### src/hw/cfs_pkg.sv
package cfs_pkg;

   // Register byte offsets
   localparam logic [11:0] CFS_OFF_RXF1 = 12'h010;
   localparam logic [11:0] CFS_OFF_INTEN = 12'h014;
   localparam logic [11:0] CFS_OFF_ERRSTAT = 12'h018;

   // Reset values
   localparam logic [31:0] CFS_RST_RXF1 = 32'h0000_0000;
   localparam logic [31:0] CFS_RST_INTEN = 32'h0000_0000;

   // FIFO 1 status fields
   localparam int CFS_RXF1_CNT_LO = 0;
   localparam int CFS_RXF1_FULL = 3;
   localparam int CFS_RXF1_OVR = 4;
   localparam int CFS_RXF1_REL = 5;

   // Interrupt enable fields
   localparam int CFS_IE_TXME = 0;
   localparam int CFS_IE_F0P = 1;
   localparam int CFS_IE_F0F = 2;
   localparam int CFS_IE_F0O = 3;
   localparam int CFS_IE_F1P = 4;
   localparam int CFS_IE_F1F = 5;
   localparam int CFS_IE_F1O = 6;
   localparam int CFS_IE_ERRW = 8;
   localparam int CFS_IE_ERRP = 9;
   localparam int CFS_IE_BOFF = 10;
   localparam int CFS_IE_LEC = 11;
   localparam int CFS_IE_ERR = 15;
   localparam int CFS_IE_WUP = 16;
   localparam int CFS_IE_SLP = 17;
   localparam logic [31:0] CFS_IE_MASK = 32'h0003_8f7f;

   // Error status register fields
   localparam int CFS_ES_IFLG = 0;

   // Thresholds
   localparam logic [2:0] CFS_FIFO_DEPTH = 3'h3;
   localparam logic [8:0] CFS_WARN_LVL = 9'h060;
   localparam logic [8:0] CFS_PASS_LVL = 9'h07f;
   localparam logic [8:0] CFS_BOFF_LVL = 9'h0ff;

   // Error inputs from the protocol engine
   typedef struct packed {
      logic [8:0] tx_err_cnt;
      logic [7:0] rx_err_cnt;
      logic [2:0] last_error_code;
      logic lec_update;
   } cfs_err_in_t;

   // Interrupt outputs
   typedef struct packed {
      logic tx_irq;
      logic fifo0_irq;
      logic fifo1_irq;
      logic err_irq;
      logic wakeup_irq;
      logic sleep_irq;
   } cfs_irq_t;

endpackage

### src/hw/cfs_top.sv
`timescale 1ns/1ns
`default_nettype none

module cfs_top
   import cfs_pkg::*;
(
   // Clock and reset
   input wire logic sys_clk,
   input wire logic rst_b,
   // APB slave
   input wire logic psel,
   input wire logic penable,
   input wire logic pwrite,
   input wire logic [11:0] paddr,
   input wire logic [31:0] pwdata,
   output logic [31:0] prdata,
   output logic pready,
   output logic pslverr,
   // Controller events
   input wire logic fifo1_msg_received,
   input wire logic [2:0] tx_request_complete_flag,
   input wire logic [1:0] fifo0_msg_count,
   input wire logic fifo0_full_flag,
   input wire logic fifo0_overrun_flag,
   input wire cfs_err_in_t err_in,
   input wire logic wakeup_flag,
   input wire logic sleep_ack_irq_flag,
   // Status back to the controller
   output logic fifo1_release_pulse,
   output logic bus_off_flag,
   // Interrupts
   output cfs_irq_t irq
);

   ////////////////////////////////////////////////////////////////////////
   logic [1:0] fifo1_msg_count_q;
   logic fifo1_full_flag_q;
   logic fifo1_overrun_flag_q;
   logic [31:0] interrupt_enable_q;
   logic error_irq_flag_q;
   logic err_warning_flag_q;
   logic err_passive_flag_q;
   logic bus_off_flag_q;
   logic warn_prev_q;
   logic pass_prev_q;
   logic boff_prev_q;
   logic [31:0] prdata_q;
   logic pready_q;
   logic pslverr_q;
   logic release_q;
   logic tx_irq_q;
   logic fifo0_irq_q;
   logic fifo1_irq_q;
   logic err_irq_q;
   logic wakeup_irq_q;
   logic sleep_irq_q;

   logic acc;
   logic wr;
   logic wr_rxf1;
   logic wr_ie;
   logic wr_es;
   logic do_release;
   logic fifo_is_full;
   logic mapped;
   logic warn_rise;
   logic pass_rise;
   logic boff_rise;
   logic lec_new;
   logic err_set;

   assign acc = psel && penable && !pready_q;
   assign wr = acc && pwrite;
   assign wr_rxf1 = wr && (paddr == CFS_OFF_RXF1);
   assign wr_ie = wr && (paddr == CFS_OFF_INTEN);
   assign wr_es = wr && (paddr == CFS_OFF_ERRSTAT);
   assign mapped = (paddr == CFS_OFF_RXF1) || (paddr == CFS_OFF_INTEN) ||
                   (paddr == CFS_OFF_ERRSTAT);
   // Empty FIFO makes the release a no-op
   assign do_release = wr_rxf1 && pwdata[CFS_RXF1_REL] &&
                       (fifo1_msg_count_q != 2'h0);
   assign fifo_is_full = ({1'b0, fifo1_msg_count_q} == CFS_FIFO_DEPTH);

   function automatic logic edge_up(input logic now, input logic prev);
      edge_up = now && !prev;
   endfunction

   // Either counter at or above a level; receive counter is eight bits
   function automatic logic at_level(input logic [8:0] tx_cnt,
                                     input logic [7:0] rx_cnt,
                                     input logic [8:0] lvl);
      at_level = (tx_cnt >= lvl) || ({1'b0, rx_cnt} >= lvl);
   endfunction

   ////////////////////////////////////////////////////////////////////////
   // FIFO 1 count; receive into a full FIFO is dropped
   // Limitation: receive and release together while full drops the receive
   always_ff @(posedge sys_clk or negedge rst_b) begin
      if (!rst_b) begin
         fifo1_msg_count_q <= 2'h0;
      end else begin
         unique case ({fifo1_msg_received && !fifo_is_full, do_release})
            2'b10: fifo1_msg_count_q <= fifo1_msg_count_q + 2'h1;
            2'b01: fifo1_msg_count_q <= fifo1_msg_count_q - 2'h1;
            default: fifo1_msg_count_q <= fifo1_msg_count_q;
         endcase
      end
   end

   // Set wins over a same-cycle write-one clear
   always_ff @(posedge sys_clk or negedge rst_b) begin
      if (!rst_b) begin
         fifo1_full_flag_q <= 1'b0;
      end else if (fifo1_msg_received && fifo1_msg_count_q == 2'h2 &&
                   !do_release) begin
         fifo1_full_flag_q <= 1'b1;
      end else if (wr_rxf1 && pwdata[CFS_RXF1_FULL]) begin
         fifo1_full_flag_q <= 1'b0;
      end
   end

   always_ff @(posedge sys_clk or negedge rst_b) begin
      if (!rst_b) begin
         fifo1_overrun_flag_q <= 1'b0;
      end else if (fifo1_msg_received && fifo_is_full) begin
         fifo1_overrun_flag_q <= 1'b1;
      end else if (wr_rxf1 && pwdata[CFS_RXF1_OVR]) begin
         fifo1_overrun_flag_q <= 1'b0;
      end
   end

   // Next message only valid after this pulse reaches the mailbox
   always_ff @(posedge sys_clk or negedge rst_b) begin
      if (!rst_b) begin
         release_q <= 1'b0;
      end else begin
         release_q <= do_release;
      end
   end

   ////////////////////////////////////////////////////////////////////////
   // Interrupt enable register
   always_ff @(posedge sys_clk or negedge rst_b) begin
      if (!rst_b) begin
         interrupt_enable_q <= CFS_RST_INTEN;
      end else if (wr_ie) begin
         interrupt_enable_q <= pwdata & CFS_IE_MASK;
      end
   end

   ////////////////////////////////////////////////////////////////////////
   // Error state from counters
   always_ff @(posedge sys_clk or negedge rst_b) begin
      if (!rst_b) begin
         err_warning_flag_q <= 1'b0;
      end else begin
         err_warning_flag_q <= at_level(err_in.tx_err_cnt, err_in.rx_err_cnt,
                                        CFS_WARN_LVL);
      end
   end

   always_ff @(posedge sys_clk or negedge rst_b) begin
      if (!rst_b) begin
         err_passive_flag_q <= 1'b0;
      end else begin
         err_passive_flag_q <= at_level(err_in.tx_err_cnt, err_in.rx_err_cnt,
                                        CFS_PASS_LVL);
      end
   end

   // Nine-bit counter: above 255 means the top bit is set
   always_ff @(posedge sys_clk or negedge rst_b) begin
      if (!rst_b) begin
         bus_off_flag_q <= 1'b0;
      end else begin
         bus_off_flag_q <= (err_in.tx_err_cnt > CFS_BOFF_LVL);
      end
   end

   always_ff @(posedge sys_clk or negedge rst_b) begin
      if (!rst_b) begin
         warn_prev_q <= 1'b0;
      end else begin
         warn_prev_q <= err_warning_flag_q;
      end
   end

   always_ff @(posedge sys_clk or negedge rst_b) begin
      if (!rst_b) begin
         pass_prev_q <= 1'b0;
      end else begin
         pass_prev_q <= err_passive_flag_q;
      end
   end

   always_ff @(posedge sys_clk or negedge rst_b) begin
      if (!rst_b) begin
         boff_prev_q <= 1'b0;
      end else begin
         boff_prev_q <= bus_off_flag_q;
      end
   end

   // Edges only, so a standing level does not refill a cleared flag
   assign warn_rise = interrupt_enable_q[CFS_IE_ERRW] &&
                      edge_up(err_warning_flag_q, warn_prev_q);
   assign pass_rise = interrupt_enable_q[CFS_IE_ERRP] &&
                      edge_up(err_passive_flag_q, pass_prev_q);
   assign boff_rise = interrupt_enable_q[CFS_IE_BOFF] &&
                      edge_up(bus_off_flag_q, boff_prev_q);
   // Zero code means a clean frame, so it never raises the flag
   assign lec_new = interrupt_enable_q[CFS_IE_LEC] && err_in.lec_update &&
                    (err_in.last_error_code != 3'h0);
   assign err_set = warn_rise || pass_rise || boff_rise || lec_new;

   // Error interrupt flag, cleared by writing one; set wins
   always_ff @(posedge sys_clk or negedge rst_b) begin
      if (!rst_b) begin
         error_irq_flag_q <= 1'b0;
      end else if (err_set) begin
         error_irq_flag_q <= 1'b1;
      end else if (wr_es && pwdata[CFS_ES_IFLG]) begin
         error_irq_flag_q <= 1'b0;
      end
   end

   ////////////////////////////////////////////////////////////////////////
   // Interrupt levels, one flop each so outputs come from flops
   always_ff @(posedge sys_clk or negedge rst_b) begin
      if (!rst_b) begin
         tx_irq_q <= 1'b0;
      end else begin
         tx_irq_q <= interrupt_enable_q[CFS_IE_TXME] &&
                     (|tx_request_complete_flag);
      end
   end

   always_ff @(posedge sys_clk or negedge rst_b) begin
      if (!rst_b) begin
         fifo0_irq_q <= 1'b0;
      end else begin
         fifo0_irq_q <= (interrupt_enable_q[CFS_IE_F0P] &&
                         fifo0_msg_count != 2'h0) ||
                        (interrupt_enable_q[CFS_IE_F0F] && fifo0_full_flag) ||
                        (interrupt_enable_q[CFS_IE_F0O] && fifo0_overrun_flag);
      end
   end

   always_ff @(posedge sys_clk or negedge rst_b) begin
      if (!rst_b) begin
         fifo1_irq_q <= 1'b0;
      end else begin
         fifo1_irq_q <= (interrupt_enable_q[CFS_IE_F1P] &&
                         fifo1_msg_count_q != 2'h0) ||
                        (interrupt_enable_q[CFS_IE_F1F] && fifo1_full_flag_q) ||
                        (interrupt_enable_q[CFS_IE_F1O] && fifo1_overrun_flag_q);
      end
   end

   always_ff @(posedge sys_clk or negedge rst_b) begin
      if (!rst_b) begin
         err_irq_q <= 1'b0;
      end else begin
         err_irq_q <= interrupt_enable_q[CFS_IE_ERR] &&
                      error_irq_flag_q;
      end
   end

   always_ff @(posedge sys_clk or negedge rst_b) begin
      if (!rst_b) begin
         wakeup_irq_q <= 1'b0;
      end else begin
         wakeup_irq_q <= interrupt_enable_q[CFS_IE_WUP] &&
                         wakeup_flag;
      end
   end

   always_ff @(posedge sys_clk or negedge rst_b) begin
      if (!rst_b) begin
         sleep_irq_q <= 1'b0;
      end else begin
         sleep_irq_q <= interrupt_enable_q[CFS_IE_SLP] &&
                        sleep_ack_irq_flag;
      end
   end

   ////////////////////////////////////////////////////////////////////////
   // APB: one wait state; ready and error ride together
   always_ff @(posedge sys_clk or negedge rst_b) begin
      if (!rst_b) begin
         pready_q <= 1'b0;
         pslverr_q <= 1'b0;
      end else begin
         pready_q <= acc;
         pslverr_q <= acc && !mapped;
      end
   end

   // Read data is zero outside the answer cycle, so a stale word never leaks
   always_ff @(posedge sys_clk or negedge rst_b) begin
      if (!rst_b) begin
         prdata_q <= 32'h0000_0000;
      end else begin
         prdata_q <= 32'h0000_0000;
         if (acc && !pwrite) begin
            unique case (paddr)
               CFS_OFF_RXF1: begin
                  prdata_q[CFS_RXF1_CNT_LO +: 2] <= fifo1_msg_count_q;
                  prdata_q[CFS_RXF1_FULL] <= fifo1_full_flag_q;
                  prdata_q[CFS_RXF1_OVR] <= fifo1_overrun_flag_q;
               end
               CFS_OFF_INTEN: prdata_q <= interrupt_enable_q;
               CFS_OFF_ERRSTAT: begin
                  prdata_q[CFS_ES_IFLG] <= error_irq_flag_q;
                  prdata_q[1] <= err_warning_flag_q;
                  prdata_q[2] <= err_passive_flag_q;
                  prdata_q[3] <= bus_off_flag_q;
               end
               default: prdata_q <= 32'h0000_0000;
            endcase
         end
      end
   end

   assign prdata = prdata_q;
   assign pready = pready_q;
   assign pslverr = pslverr_q;
   assign fifo1_release_pulse = release_q;
   assign bus_off_flag = bus_off_flag_q;
   assign irq = {tx_irq_q, fifo0_irq_q, fifo1_irq_q, err_irq_q,
                 wakeup_irq_q, sleep_irq_q};

endmodule

`default_nettype wire

### config.mk
export PLATFORM = sky130hd
export DESIGN_NAME = cfs_top
export DESIGN_NICKNAME = d
export VERILOG_FILES = /design/src/hw/cfs_pkg.sv /design/src/hw/cfs_top.sv
export SDC_FILE = /design/constraint.sdc
export NUM_CORES = 1
export LEC_CHECK = 0
export ABC_AREA = 1
export BUFFER_PORTS_ARGS = -buffer_cell sky130_fd_sc_hd__buf_2
export CAP_MARGIN = 0
export CORE_ASPECT_RATIO = 0.75
export CORE_MARGIN = 3
export CORE_UTILIZATION = 46
export CTS_BUF_LIST = sky130_fd_sc_hd__clkbuf_8
export DETAILED_ROUTE_END_ITERATION = 16
export PLACE_DENSITY_LB_ADDON = 0.3
export SYNTH_ARGS = -nofsm -noshare
export SYNTH_HDL_FRONTEND = slang
export SYNTH_SLANG_ARGS = --single-unit
### constraint.sdc
create_clock -name sys_clk -period 2 [get_ports sys_clk]
set_input_delay 0.1 -clock sys_clk [delete_from_list [all_inputs] [get_ports sys_clk]]
set_output_delay 0.1 -clock sys_clk [all_outputs]
set_load 0.02 [all_outputs]
* After elaboration in Yosys (flattened, before gate mapping)
Cells that the tools add are included.
Word-level totals: flip-flop bits (word level) 66, output and inout bits 42, input bits 80
Operators by class: multiplexer cells 13, $add $sub $neg 2, eq/ne operators 7, reductions and logical operators 62, $lt $le $gt $ge 5
Operators by type and width (number):
- == test 12 x 5 -> 1 bit, second input constant | 3
- logical AND 1 bit | 35
- 2-to-1 mux 32 bit | 1
- >= comparator 9 x 7 -> 1 bit, second input constant | 2
- >= comparator 8 x 7 -> 1 bit, second input constant | 2
- 2-to-1 mux 13 bit | 1
- nonzero test 2 bit | 6
- logical OR 1 bit | 11
- greater-than comparator 9 x 8 -> 1 bit, second input constant | 1
- zero test 1 bit | 8
- == test 2 bit, second input constant | 3
- 2-to-1 mux 1 bit | 6
- case mux 2 bit (3 select lines) | 1
- case mux 1 bit (2 select lines) | 2
- case mux 2 bit (2 select lines) | 1
- case mux 1 bit (3 select lines) | 1
- nonzero test 3 bit | 1
- OR reduction 3 bit | 1
- adder 2 x 1 -> 2 bit, second input constant | 1
- == test 2 x 1 -> 1 bit, second input constant | 1
- subtractor 2 x 1 -> 2 bit, second input constant | 1

* Logic depth before layout (Yosys ltp)
Gate-level depths: netlist of the first run.
word-level depth 9, gate-level depth with buffers 10

* Least setup slack after synthesis of the first run
Ideal clock, no wire load.
kind register to register, from reg pready_q, in the netlist pready, to reg fifo1_msg_count_q[1], setup slack 0.283 ns, cell stages (with the launch flop) 10, data arrival time 1.586 ns, period minus slack after synthesis 1.717 ns, data required time 1.869 ns, path through dfrtp_1 -> inv_1 -> nand3_1 -> nor2_1 -> nand3_1 -> nor2_1 -> ha_1 -> a21oi_1 -> o21ai_0 -> xor2_1
Between the ends: longest elaborated chain between the ends 8
Ends and longest elaborated chain:
- from (decl) | RTL line cfs_top.sv:48 | logic pready_q;
- from (signal assigned) | RTL line cfs_top.sv:291 | pready_q <= 1'b0;
- from (signal assigned) | RTL line cfs_top.sv:294 | pready_q <= acc;
- zero test 1 bit * | RTL line cfs_top.sv:72 | assign acc = psel && penable && !pready_q;
- logical AND 1 bit * | RTL line cfs_top.sv:72
- logical AND 1 bit * | RTL line cfs_top.sv:73 | assign wr = acc && pwrite;
- logical AND 1 bit * | RTL line cfs_top.sv:74 | assign wr_rxf1 = wr && (paddr == CFS_OFF_RXF1);
- logical AND 1 bit * (2 in a row) | RTL line cfs_top.sv:80 | assign do_release = wr_rxf1 && pwdata[CFS_RXF1_REL] &&
- net do_release | RTL line cfs_top.sv:63 | logic do_release;
- == test 2 x 1 -> 1 bit or == test 2 bit (tied branches) | RTL line cfs_top.sv:102 | unique case ({fifo1_msg_received && !fifo_is_full, do_release})
- case mux 2 bit (2 select lines) or nonzero test 2 bit (tied branches)
- to (signal assigned) | RTL line cfs_top.sv:103 | 2'b10: fifo1_msg_count_q <= fifo1_msg_count_q + 2'h1;
- to (signal assigned) | RTL line cfs_top.sv:104 | 2'b01: fifo1_msg_count_q <= fifo1_msg_count_q - 2'h1;
- to (signal assigned) | RTL line cfs_top.sv:105 | default: fifo1_msg_count_q <= fifo1_msg_count_q;
- to (decl) | RTL line cfs_top.sv:36 | logic [1:0] fifo1_msg_count_q;
The timed path passes the listed nets; every way through them passes the cells marked *. A chain may end at the register's enable or synchronous reset.

* Worst setup path after layout of the first run
Same ends and word-level chain as after synthesis.

==> flow_summary.yaml, run 1 <==
run_status:
  status: "completed"
synth:
  syn_area_per_cell_um2: 9.10
  yosys.area.top_type_share_pct: 53.7
  synth-compound-area-share_pct: 7.49
  synth_common_cells: "48 x dfrtp_1, 45 x nand2_1, 31 x inv_1, 26 x buf_4, 24 x nand3_1"
  yosysMostFrequentCell: "dfrtp_1"
  synth_seq_cells: 48
  ys_warn_count: 0
  synth_xor_area_share_pct: 0.783
  synth_edf_count: 0
  ys_types: 26
  synthAdderAreaFrac_pct: 0.559
  muxShareOfSynthArea_pct: 0
  syn_area_mm2: 0.00224
  ys_top_cells_by_area: "dfrtp_1 54%, buf_4 8.7%, nand2_1 7.5%, nand3_1 5.4%, inv_1 5.2%"
  synth-seq-area-share_pct: 53.7
  synth_top_family_by_area: "simple AND/OR/NAND/NOR gates"
  syn_inst: 246
  synth_flop_cell: "dfrtp_1"
  synth_top_cell_by_area: "dfrtp_1"
  ys_async_sr_fraction_pct: 100
  synthSimpleGateAreaFrac_pct: 21.7
power_and_ir_drop:
  switchingPower_uw: 516
  comb_power_share_pct: 12.7
  powerDensity_mw_per_mm2: 711
  internal_power_uw: 1480
  p_total_uw: 2000
  peakVddDrop_uv: 395
  cellLeakagePower_uw: 0.00157
  p_clk_share_pct: 34.9
  switching_share_pct: 25.9
  seq_power_share_pct: 52.4
critical_path:
  worst-setup-path-type: "flop to flop"
  slowest_stage: "dfrtp_1"
  r2r-start: "pready"
  rrSetupSlack_ps: 150
  critPathLaunchType: "flop"
  path_max_fanout: 4
  r2r_cells: 9
  worst_ep_required_time_ps: 2180
  arrival_ps: 2030
  cp-end-kind: "flop"
  max_stage_delay_ps: 380
  crit_path_cell_trace: "inv_1, nand3_1, nor2_1, nand3_1, nor2_1, ha_1, a21oi_1, o21ai_0, xor2_1"
  reg2reg_to: "fifo1_msg_count_q[1]"
drt:
  postRouteAntennaNets: 0
  detail_route.wl_per_cell_um: 12.0
  drt_wl_total_um: 4770
  drt_iter0_markers: 132
  viasPerCell: 4.62
  dr.pass1.iters: 4
  vias: 1829
  route.detailed.drc: 0
cts:
  clk_pin_slew_ps: 80
  cts_sinks: 48
  cts_root_buf: "clkbuf_8"
  cts_buffers: 5
  postCtsSetupRepairBufs: 0
  clk_latency_ps: 300
  ctsResizeCount: 0
  hold_buffers: 10
  cts_tree: "built"
  clk_path_buf_depth: 2
  htreeDepth: 2
floorplan:
  core_mm2: 0.00457
  dieArea_mm2: 0.00575
  die_h_um: 66.4
  die_w_um: 86.6
  start_util_pct: 49.0
  num_io_pins: 122
  rows: 21
sta:
  period_needed_ps: 1850
  setup_viol: 0
  slew_headroom_pct: 61.3
  hold_viol_final: 0
  drv_slew: 0
  fin_tns_setup_ps: 0
  fin_crit_sh_pct: 92.6
  rsz0062_at_grt: "false"
  worst_slew_pin_slew_ps: 580
  fin_ws_ps: 149
  finalHoldWorstSlack_ps: 10.9
  fmax_ghz: 0.540
  finClkSkew_ps: 6.32
global_routing:
  grt_usage_pct: 17.3
  grt.overflow.total: 0
  grt_max_degree: 28
  grt_antenna_before_repair: 0
  grt_pass1_wl_um: 7620
  first_global_vias: 1748
min_path:
  hp-start: "pwdata[2]"
  hold_depth: 3
  hold_end: "interrupt_enable_q[2]"
  worst_hold_path_type: "primary input to flop"
cells_and_area:
  final_nets: 419
  fillers: 423
  register_area_mm2: 0.00120
  multi_input_area_um2: 752
  areaGrowthSynthToFinish_pct: 25.4
  layout-drive-gt1-share_pct: 32.2
  diodes: 0
run:
  drv_cap: 0
place:
  portBuffers: 85
  dpl_worst_slack_ps: 155
  place_hpwl_um: 3550
  gp_congestion: 0.816
-- kinds of logic after synthesis --
group                    after synthesis
buffers and inverters                 62
XOR/XNOR                               2
AND/OR/NAND/NOR                      104
other                                  1
flip-flops                            48
AO/OA/AOI/OAI                         28
adder cells (fa/ha/maj)                1
-- cell type report --
type,count,share of cell area [%]
clock buffers,5,2.45
clock inverters,3,1.52
inverters,31,4.14
multi-input cells,153,26.8
flip-flops and latches,48,42.8
well taps,57,2.54
repair buffers,99,19.8
-- per-layer routing --
layer  track usage (%)  wire [um]  up-vias
met5                 0          0        -
met4              7.39         55        0
met3              4.36        442        5
met2              27.3       2140       89
met1              22.7       2130      812
li1                  -          -      923
-- stage by stage --
| step | cell area, um^2 | std cells | utilization, % |
|---|---|---|---|
| global placement | 2600 | 378 | 56.8 |
| CTS | 2810 | 396 | 61.4 |
| finish | 2810 | 396 | 61.4 |
| detailed placement | 2600 | 378 | 56.8 |
| floorplan | 2300 | 263 | - |
| global route | 2810 | 396 | 61.4 |
-- critical path, delay by kind of cell, from the launching register on --
family | cells | cell delay, ps
fa+ha+maj | 1 | 280
buf+inv | 1 | 50
flops | 1 | 380
compound gates | 2 | 220
simple gates | 4 | 640
xor+xnor | 1 | 160
-- how the worst max path moves through the flow --
stage / startpoint / depth (start not counted) / slack [ps] / end
final: pready / 9 / 150 / fifo1_msg_count_q[1]
after global routing: pready / 9 / 10 / fifo1_msg_count_q[1]
after floorplan: pready / 9 / 280 / fifo1_msg_count_q[1]
after detailed placement: pready / 9 / 160 / fifo1_msg_count_q[1]
after CTS: pready / 9 / 140 / fifo1_msg_count_q[1]
after global placement: pready / 9 / 230 / fifo1_msg_count_q[1]
-- placed cells by master (no fill, tap or decap) --
| master | n |
|---|---|
| clkinv_2 | 1 |
| a31oi_1 | 1 |
| dlygate4sd3_1 | 10 |
| xnor2_1 | 1 |
| nor2_4 | 2 |
| nor2_1 | 15 |
| nand3_1 | 24 |
| buf_2 | 85 |
| o311ai_0 | 1 |
| buf_4 | 4 |
| nand2_4 | 1 |
| clkbuf_8 | 5 |
| nor2_2 | 1 |
| o21ai_0 | 17 |
| dfrtp_1 | 48 |
| inv_1 | 31 |
| clkinvlp_4 | 1 |
| nor3_1 | 11 |
| o21ai_2 | 6 |
| nand2_1 | 45 |
| nand3b_1 | 1 |
| ha_1 | 1 |
| conb_1 | 18 |
| a21oi_1 | 3 |
| xor2_1 | 1 |
| nand4_1 | 2 |
| bufinv_16 | 1 |
| nor2_8 | 1 |
| nand2_2 | 1 |
-- power by group through the flow --
stage / logic, uW / registers (uW) / clock network [uW]
floorplan: 180 / 1040 / 0
global placement: 229 / 1060 / 0
detailed placement: 237 / 1060 / 0
CTS: 254 / 1040 / 713
global route: 280 / 1050 / 749
finish: 254 / 1050 / 696
No activity file was read; power rests on OpenSTA's default activity.
==> run 2, diff against run 1 <==
--- a/config.mk
+++ b/config.mk
@@ -10,7 +10,7 @@
 export CAP_MARGIN = 0
 export CORE_ASPECT_RATIO = 0.75
 export CORE_MARGIN = 3
-export CORE_UTILIZATION = 46
+export CORE_UTILIZATION = 42
 export CTS_BUF_LIST = sky130_fd_sc_hd__clkbuf_8
 export DETAILED_ROUTE_END_ITERATION = 16
 export PLACE_DENSITY_LB_ADDON = 0.3
==> constraint.sdc (replaced) <==
create_clock -name sys_clk -period 1.7 [get_ports sys_clk]
set_input_delay 0.085 -clock sys_clk [delete_from_list [all_inputs] [get_ports sys_clk]]
set_output_delay 0.085 -clock sys_clk [all_outputs]
set_load 0.02 [all_outputs]
==> flow_summary.yaml, run 2 (synthesis results as in run 1) <==
cts:
  cts_root_buf: "clkbuf_8"
  clk_latency_ps: 290
  clk_path_buf_depth: 2
  cts_sinks: 48
  cts_buffers: 5
  clk_pin_slew_ps: 80
  cts_tree: "built"
  htreeDepth: 2
cells_and_area:
  fin_area_mm2: 0.00298
  multi_input_area_um2: 812
  final_nets: 429
  fillers: 474
  register_area_mm2: 0.00120
  diodes: 0
  layout_commonest_cell: "buf_2"
  areaGrowthSynthToFinish_pct: 33.1
  final_cell_mix: "85 x buf_2, 48 x dfrtp_1, 45 x nand2_1, 30 x inv_1, 22 x nand3_1"
  layout-drive-gt1-share_pct: 34.9
floorplan:
  num_io_pins: 122
  dieArea_mm2: 0.00625
  core_mm2: 0.00501
  die_h_um: 69.2
  start_util_pct: 44.7
  rows: 22
  die_w_um: 90.3
drt:
  drt_iter0_markers: 71
  wl_met2_um: 2410
  top_layer_used: "met4"
  viasPerCell: 4.50
  dr_wl_met3_um: 349
  postRouteAntennaNets: 0
  vias: 1885
  dr.pass1.iters: 4
  wl_met1_um: 2300
  route.detailed.drc: 0
  detail_route.wl_per_cell_um: 12.2
  drt_wl_total_um: 5100
global_routing:
  grt.overflow.total: 0
  grt_usage_pct: 16.4
  grt_max_degree: 26
  grt_pass1_wl_um: 8190
  first_global_vias: 1789
  grt_antenna_before_repair: 0
sta:
  fin_crit_sh_pct: 92.9
  rsz0062_at_grt: "false"
  worst_slew_pin_slew_ps: 564
  hold_viol_final: 0
  slew_headroom_pct: 62.4
  period_needed_ps: 1580
  drv_slew: 0
  finClkSkew_ps: 6.90
  fmax_ghz: 0.633
  fin_ws_ps: 121
  fin_tns_setup_ps: 0
  setup_viol: 0
place:
  placed_area_mm2: 0.00264
  dpl_worst_slack_ps: -56.8
  portBuffers: 85
  place_hpwl_um: 3600
  gp_congestion: 0.841
power_and_ir_drop:
  p_total_uw: 2340
  cellLeakagePower_uw: 0.00162
  peakVddDrop_uv: 383
  powerDensity_mw_per_mm2: 786
run_status:
  status: "completed"
critical_path:
  path_max_fanout: 4
  arrival_ps: 1750
  critPathLaunchType: "flop"
  worst_ep_required_time_ps: 1870
  cp-end-kind: "flop"
  worst-setup-path-type: "flop to flop"
run:
  drv_cap: 0
min_path:
  worst_hold_path_type: "primary input to flop"
## run 2: where the power goes
group | leakage (uW) | internal (uW) | switching, uW | total (uW)
Clock | 0.0000501 | 422 | 342 | 764
Sequential | 0.000554 | 1180 | 45.1 | 1220
Combinational | 0.00102 | 159 | 196 | 354
## run 2: area by class of cell
class | count | share of cell area [%]
Multi-Input combinational cell | 155 | 27.2
Clock buffer | 5 | 2.31
Clock inverter | 1 | 1.01
Inverter | 31 | 4.03
Timing Repair Buffer | 107 | 22.1
Sequential cell | 48 | 40.3
Tap cell | 72 | 3.02
## run 2: worst max-delay path, stage by stage, from the launching register on
cell and delay [ps]:
dfrtp_1 370, inv_1 60, nand3_2 90, nor2_4 120
nand3_2 130, nor2_4 140, ha_4 220, a21oi_1 100
o21ai_1 90, xor2_1 140
## run 2: path summary, 6_finish.rpt
check / from / depth (start not counted) / slack (ps) / to
max reg2reg: pready / 9 / 120 / fifo1_msg_count_q[1]
min reg2reg: err_warning_flag_q / 0 / 420 / warn_prev_q
max: pready / 9 / 120 / fifo1_msg_count_q[1]
min: pwdata[3] / 3 / 4 / interrupt_enable_q[3]
min in group asynchronous: rst_b / 2 / 330 / pslverr
max in group asynchronous: rst_b / 3 / 850 / prdata[1]
## run 2: per-layer routing
| metal | track usage (%) | up-vias |
|---|---|---|
| li1 | - | 941 |
| met1 | 21.9 | 865 |
| met2 | 26.3 | 77 |
| met3 | 4.34 | 2 |
| met4 | 4.75 | 0 |
| met5 | 0 | - |
## run 2: metrics by stage
step           hold slack [ps]  util (%)  instances
2_1_floorplan             -211         -        263
3_3_place_gp               110      52.6        394
3_5_place_dp               107      52.6        394
4_1_cts                   1.81      57.5        414
5_1_grt                   16.0      59.5        419
6_report                  4.46      59.5        419
## run 2: repair_timing
action                                  in CTS  in global routing
pin swaps                                    3                  6
endpoints found under the hold margin       34                  0
gates cloned                                 0                  2
hold buffers                                12                  0
gates resized for setup                      3                  6
endpoints found under the setup margin       1                 15
buffers inserted                             2                  3
==> run 3, diff against run 2 <==
==> constraint.sdc (replaced) <==
create_clock -name sys_clk -period 1.7 [get_ports sys_clk]
set_input_delay 0.085 -clock sys_clk [delete_from_list [all_inputs] [get_ports sys_clk]]
set_output_delay 0.085 -clock sys_clk [all_outputs]
set_load 0.05 [all_outputs]
==> flow_summary.yaml, run 3 (synthesis results as in run 1) <==
run_status:
  status: "completed"
floorplan:
  die_h_um: 69.2
  num_io_pins: 122
  start_util_pct: 44.7
  die_w_um: 90.3
  dieArea_mm2: 0.00625
  rows: 22
  core_mm2: 0.00501
cts:
  clk_path_buf_depth: 2
  cts_sinks: 48
  htreeDepth: 2
  clk_pin_slew_ps: 90
  cts_tree: "built"
  clk_latency_ps: 290
  cts_root_buf: "clkbuf_8"
  cts_buffers: 5
sta:
  fmax_ghz: 0.616
  finClkSkew_ps: 9.26
  drv_slew: 0
  fin_ws_ps: 77.3
  setup_viol: 0
  hold_viol_final: 0
  fin_crit_sh_pct: 95.5
  fin_tns_setup_ps: 0
  period_needed_ps: 1620
critical_path:
  rrSetupSlack_ps: 80
  r2r_cells: 9
  path_max_fanout: 4
  arrival_ps: 1810
  reg2reg_to: "fifo1_msg_count_q[1]"
  worst_ep_required_time_ps: 1880
  critPathLaunchType: "flop"
  worst-setup-path-type: "flop to flop"
  cp-end-kind: "flop"
  r2r-start: "pready"
cells_and_area:
  utilization_pct: 57.8
  post_layout_nonfiller_instances: 417
  diodes: 0
  final_cell_mix: "85 x buf_2, 47 x dfrtp_1, 45 x nand2_1, 32 x inv_1, 22 x nand3_1"
  fillers: 479
  layout-drive-gt1-share_pct: 34.5
  areaGrowthSynthToFinish_pct: 29.4
  final_nets: 425
  layout_commonest_cell: "buf_2"
drt:
  vias: 1810
  viasPerCell: 4.34
  drt_iter0_markers: 92
  route.detailed.drc: 0
  dr.pass1.iters: 4
  detail_route.wl_per_cell_um: 11.4
  drt_wl_total_um: 4750
  postRouteAntennaNets: 0
run:
  drv_cap: 0
place:
  place_hpwl_um: 3610
  dp.cells: 395
  portBuffers: 85
  dpl_worst_slack_ps: 3.24
  gp_congestion: 0.848
min_path:
  hp-start: "pwdata[8]"
  worst_hold_path_type: "primary input to flop"
  hold_depth: 3
  hold_end: "interrupt_enable_q[8]"
global_routing:
  grt_pass1_wl_um: 7790
  grt_antenna_before_repair: 0
  grt_usage_pct: 15.5
  grt.overflow.total: 0
  first_global_vias: 1711
  grt_max_degree: 25
power_and_ir_drop:
  cellLeakagePower_uw: 0.00160
  powerDensity_mw_per_mm2: 779
  peakVddDrop_uv: 298
  p_total_uw: 2260
-- run 3: cell count changes in the layout (fill, tap and decap cells not counted), sizes merged --
cell	delta
bufinv	-1
inv	+3
clkinv	+1
nor2	-2
clkinvlp	-1
buf	-2
-- run 3: per-layer routing --
metal | global-route usage [%] | vias up | part of all wire, % | wire (um)
met1 | 20.7 | 785 | 46 | 2170
met5 | 0 | - | 0 | 0
met4 | 4.58 | 0 | 0.88 | 42
li1 | - | 935 | - | -
met3 | 4.88 | 4 | 8.7 | 413
met2 | 24.5 | 86 | 45 | 2130
-- run 3: power by group --
group,internal [uW],switching (uW)
logic,144,256
clock network,277,349
registers,1180,52.0
total,1600,658
-- run 3: area by class of cell --
type                    count  area (um^2)  share of cell area, %
multi-input cells         153          801                   27.6
inverters                  31          116                   4.02
clock inverters             3         12.5                  0.432
flip-flops and latches     48         1200                   41.5
well taps                  72         90.1                   3.11
clock buffers               5         68.8                   2.38
repair buffers            105          606                   20.9
-- run 3: what timing repair did --
| item | 4_1_cts | 5_1_grt |
|---|---|---|
| hold buffers | 11 | 1 |
| pin swaps | 1 | 2 |
| resized for setup | 0 | 6 |
| setup buffers | 0 | 2 |
| endpoints found under the hold margin | 28 | 1 |
| endpoints found under the setup margin | 1 | 1 |
-- run 3: worst max-delay path, stage by stage (launching register included) --
cell and delay, ps:
dfrtp_2 410, inv_2 50, nand3_2 80, nor2_4 170
nand3_4 110, nor2_4 150, ha_4 220, a21oi_2 90
o21ai_1 80, xor2_1 150
-- run 3: per-stage QoR --
step / hold slack, ps / instance area [um^2]
floorplan: -211 / 2320
global placement: -27.3 / 2650
detailed placement: -28.8 / 2650
CTS: 0.204 / 2840
global route: 3.14 / 2900
finish: 0.704 / 2900
-- run 3: worst max path at each step --
stage | startpoint | end | depth (start not counted)
2_1_floorplan | pready | fifo1_msg_count_q[1] | 9
3_3_place_gp | pready | fifo1_msg_count_q[1] | 9
3_5_place_dp | pready | fifo1_msg_count_q[1] | 9
4_1_cts | pready | fifo1_msg_count_q[1] | 9
5_1_grt | pready | interrupt_enable_q[9] | 8
6_report | pready | fifo1_msg_count_q[1] | 9
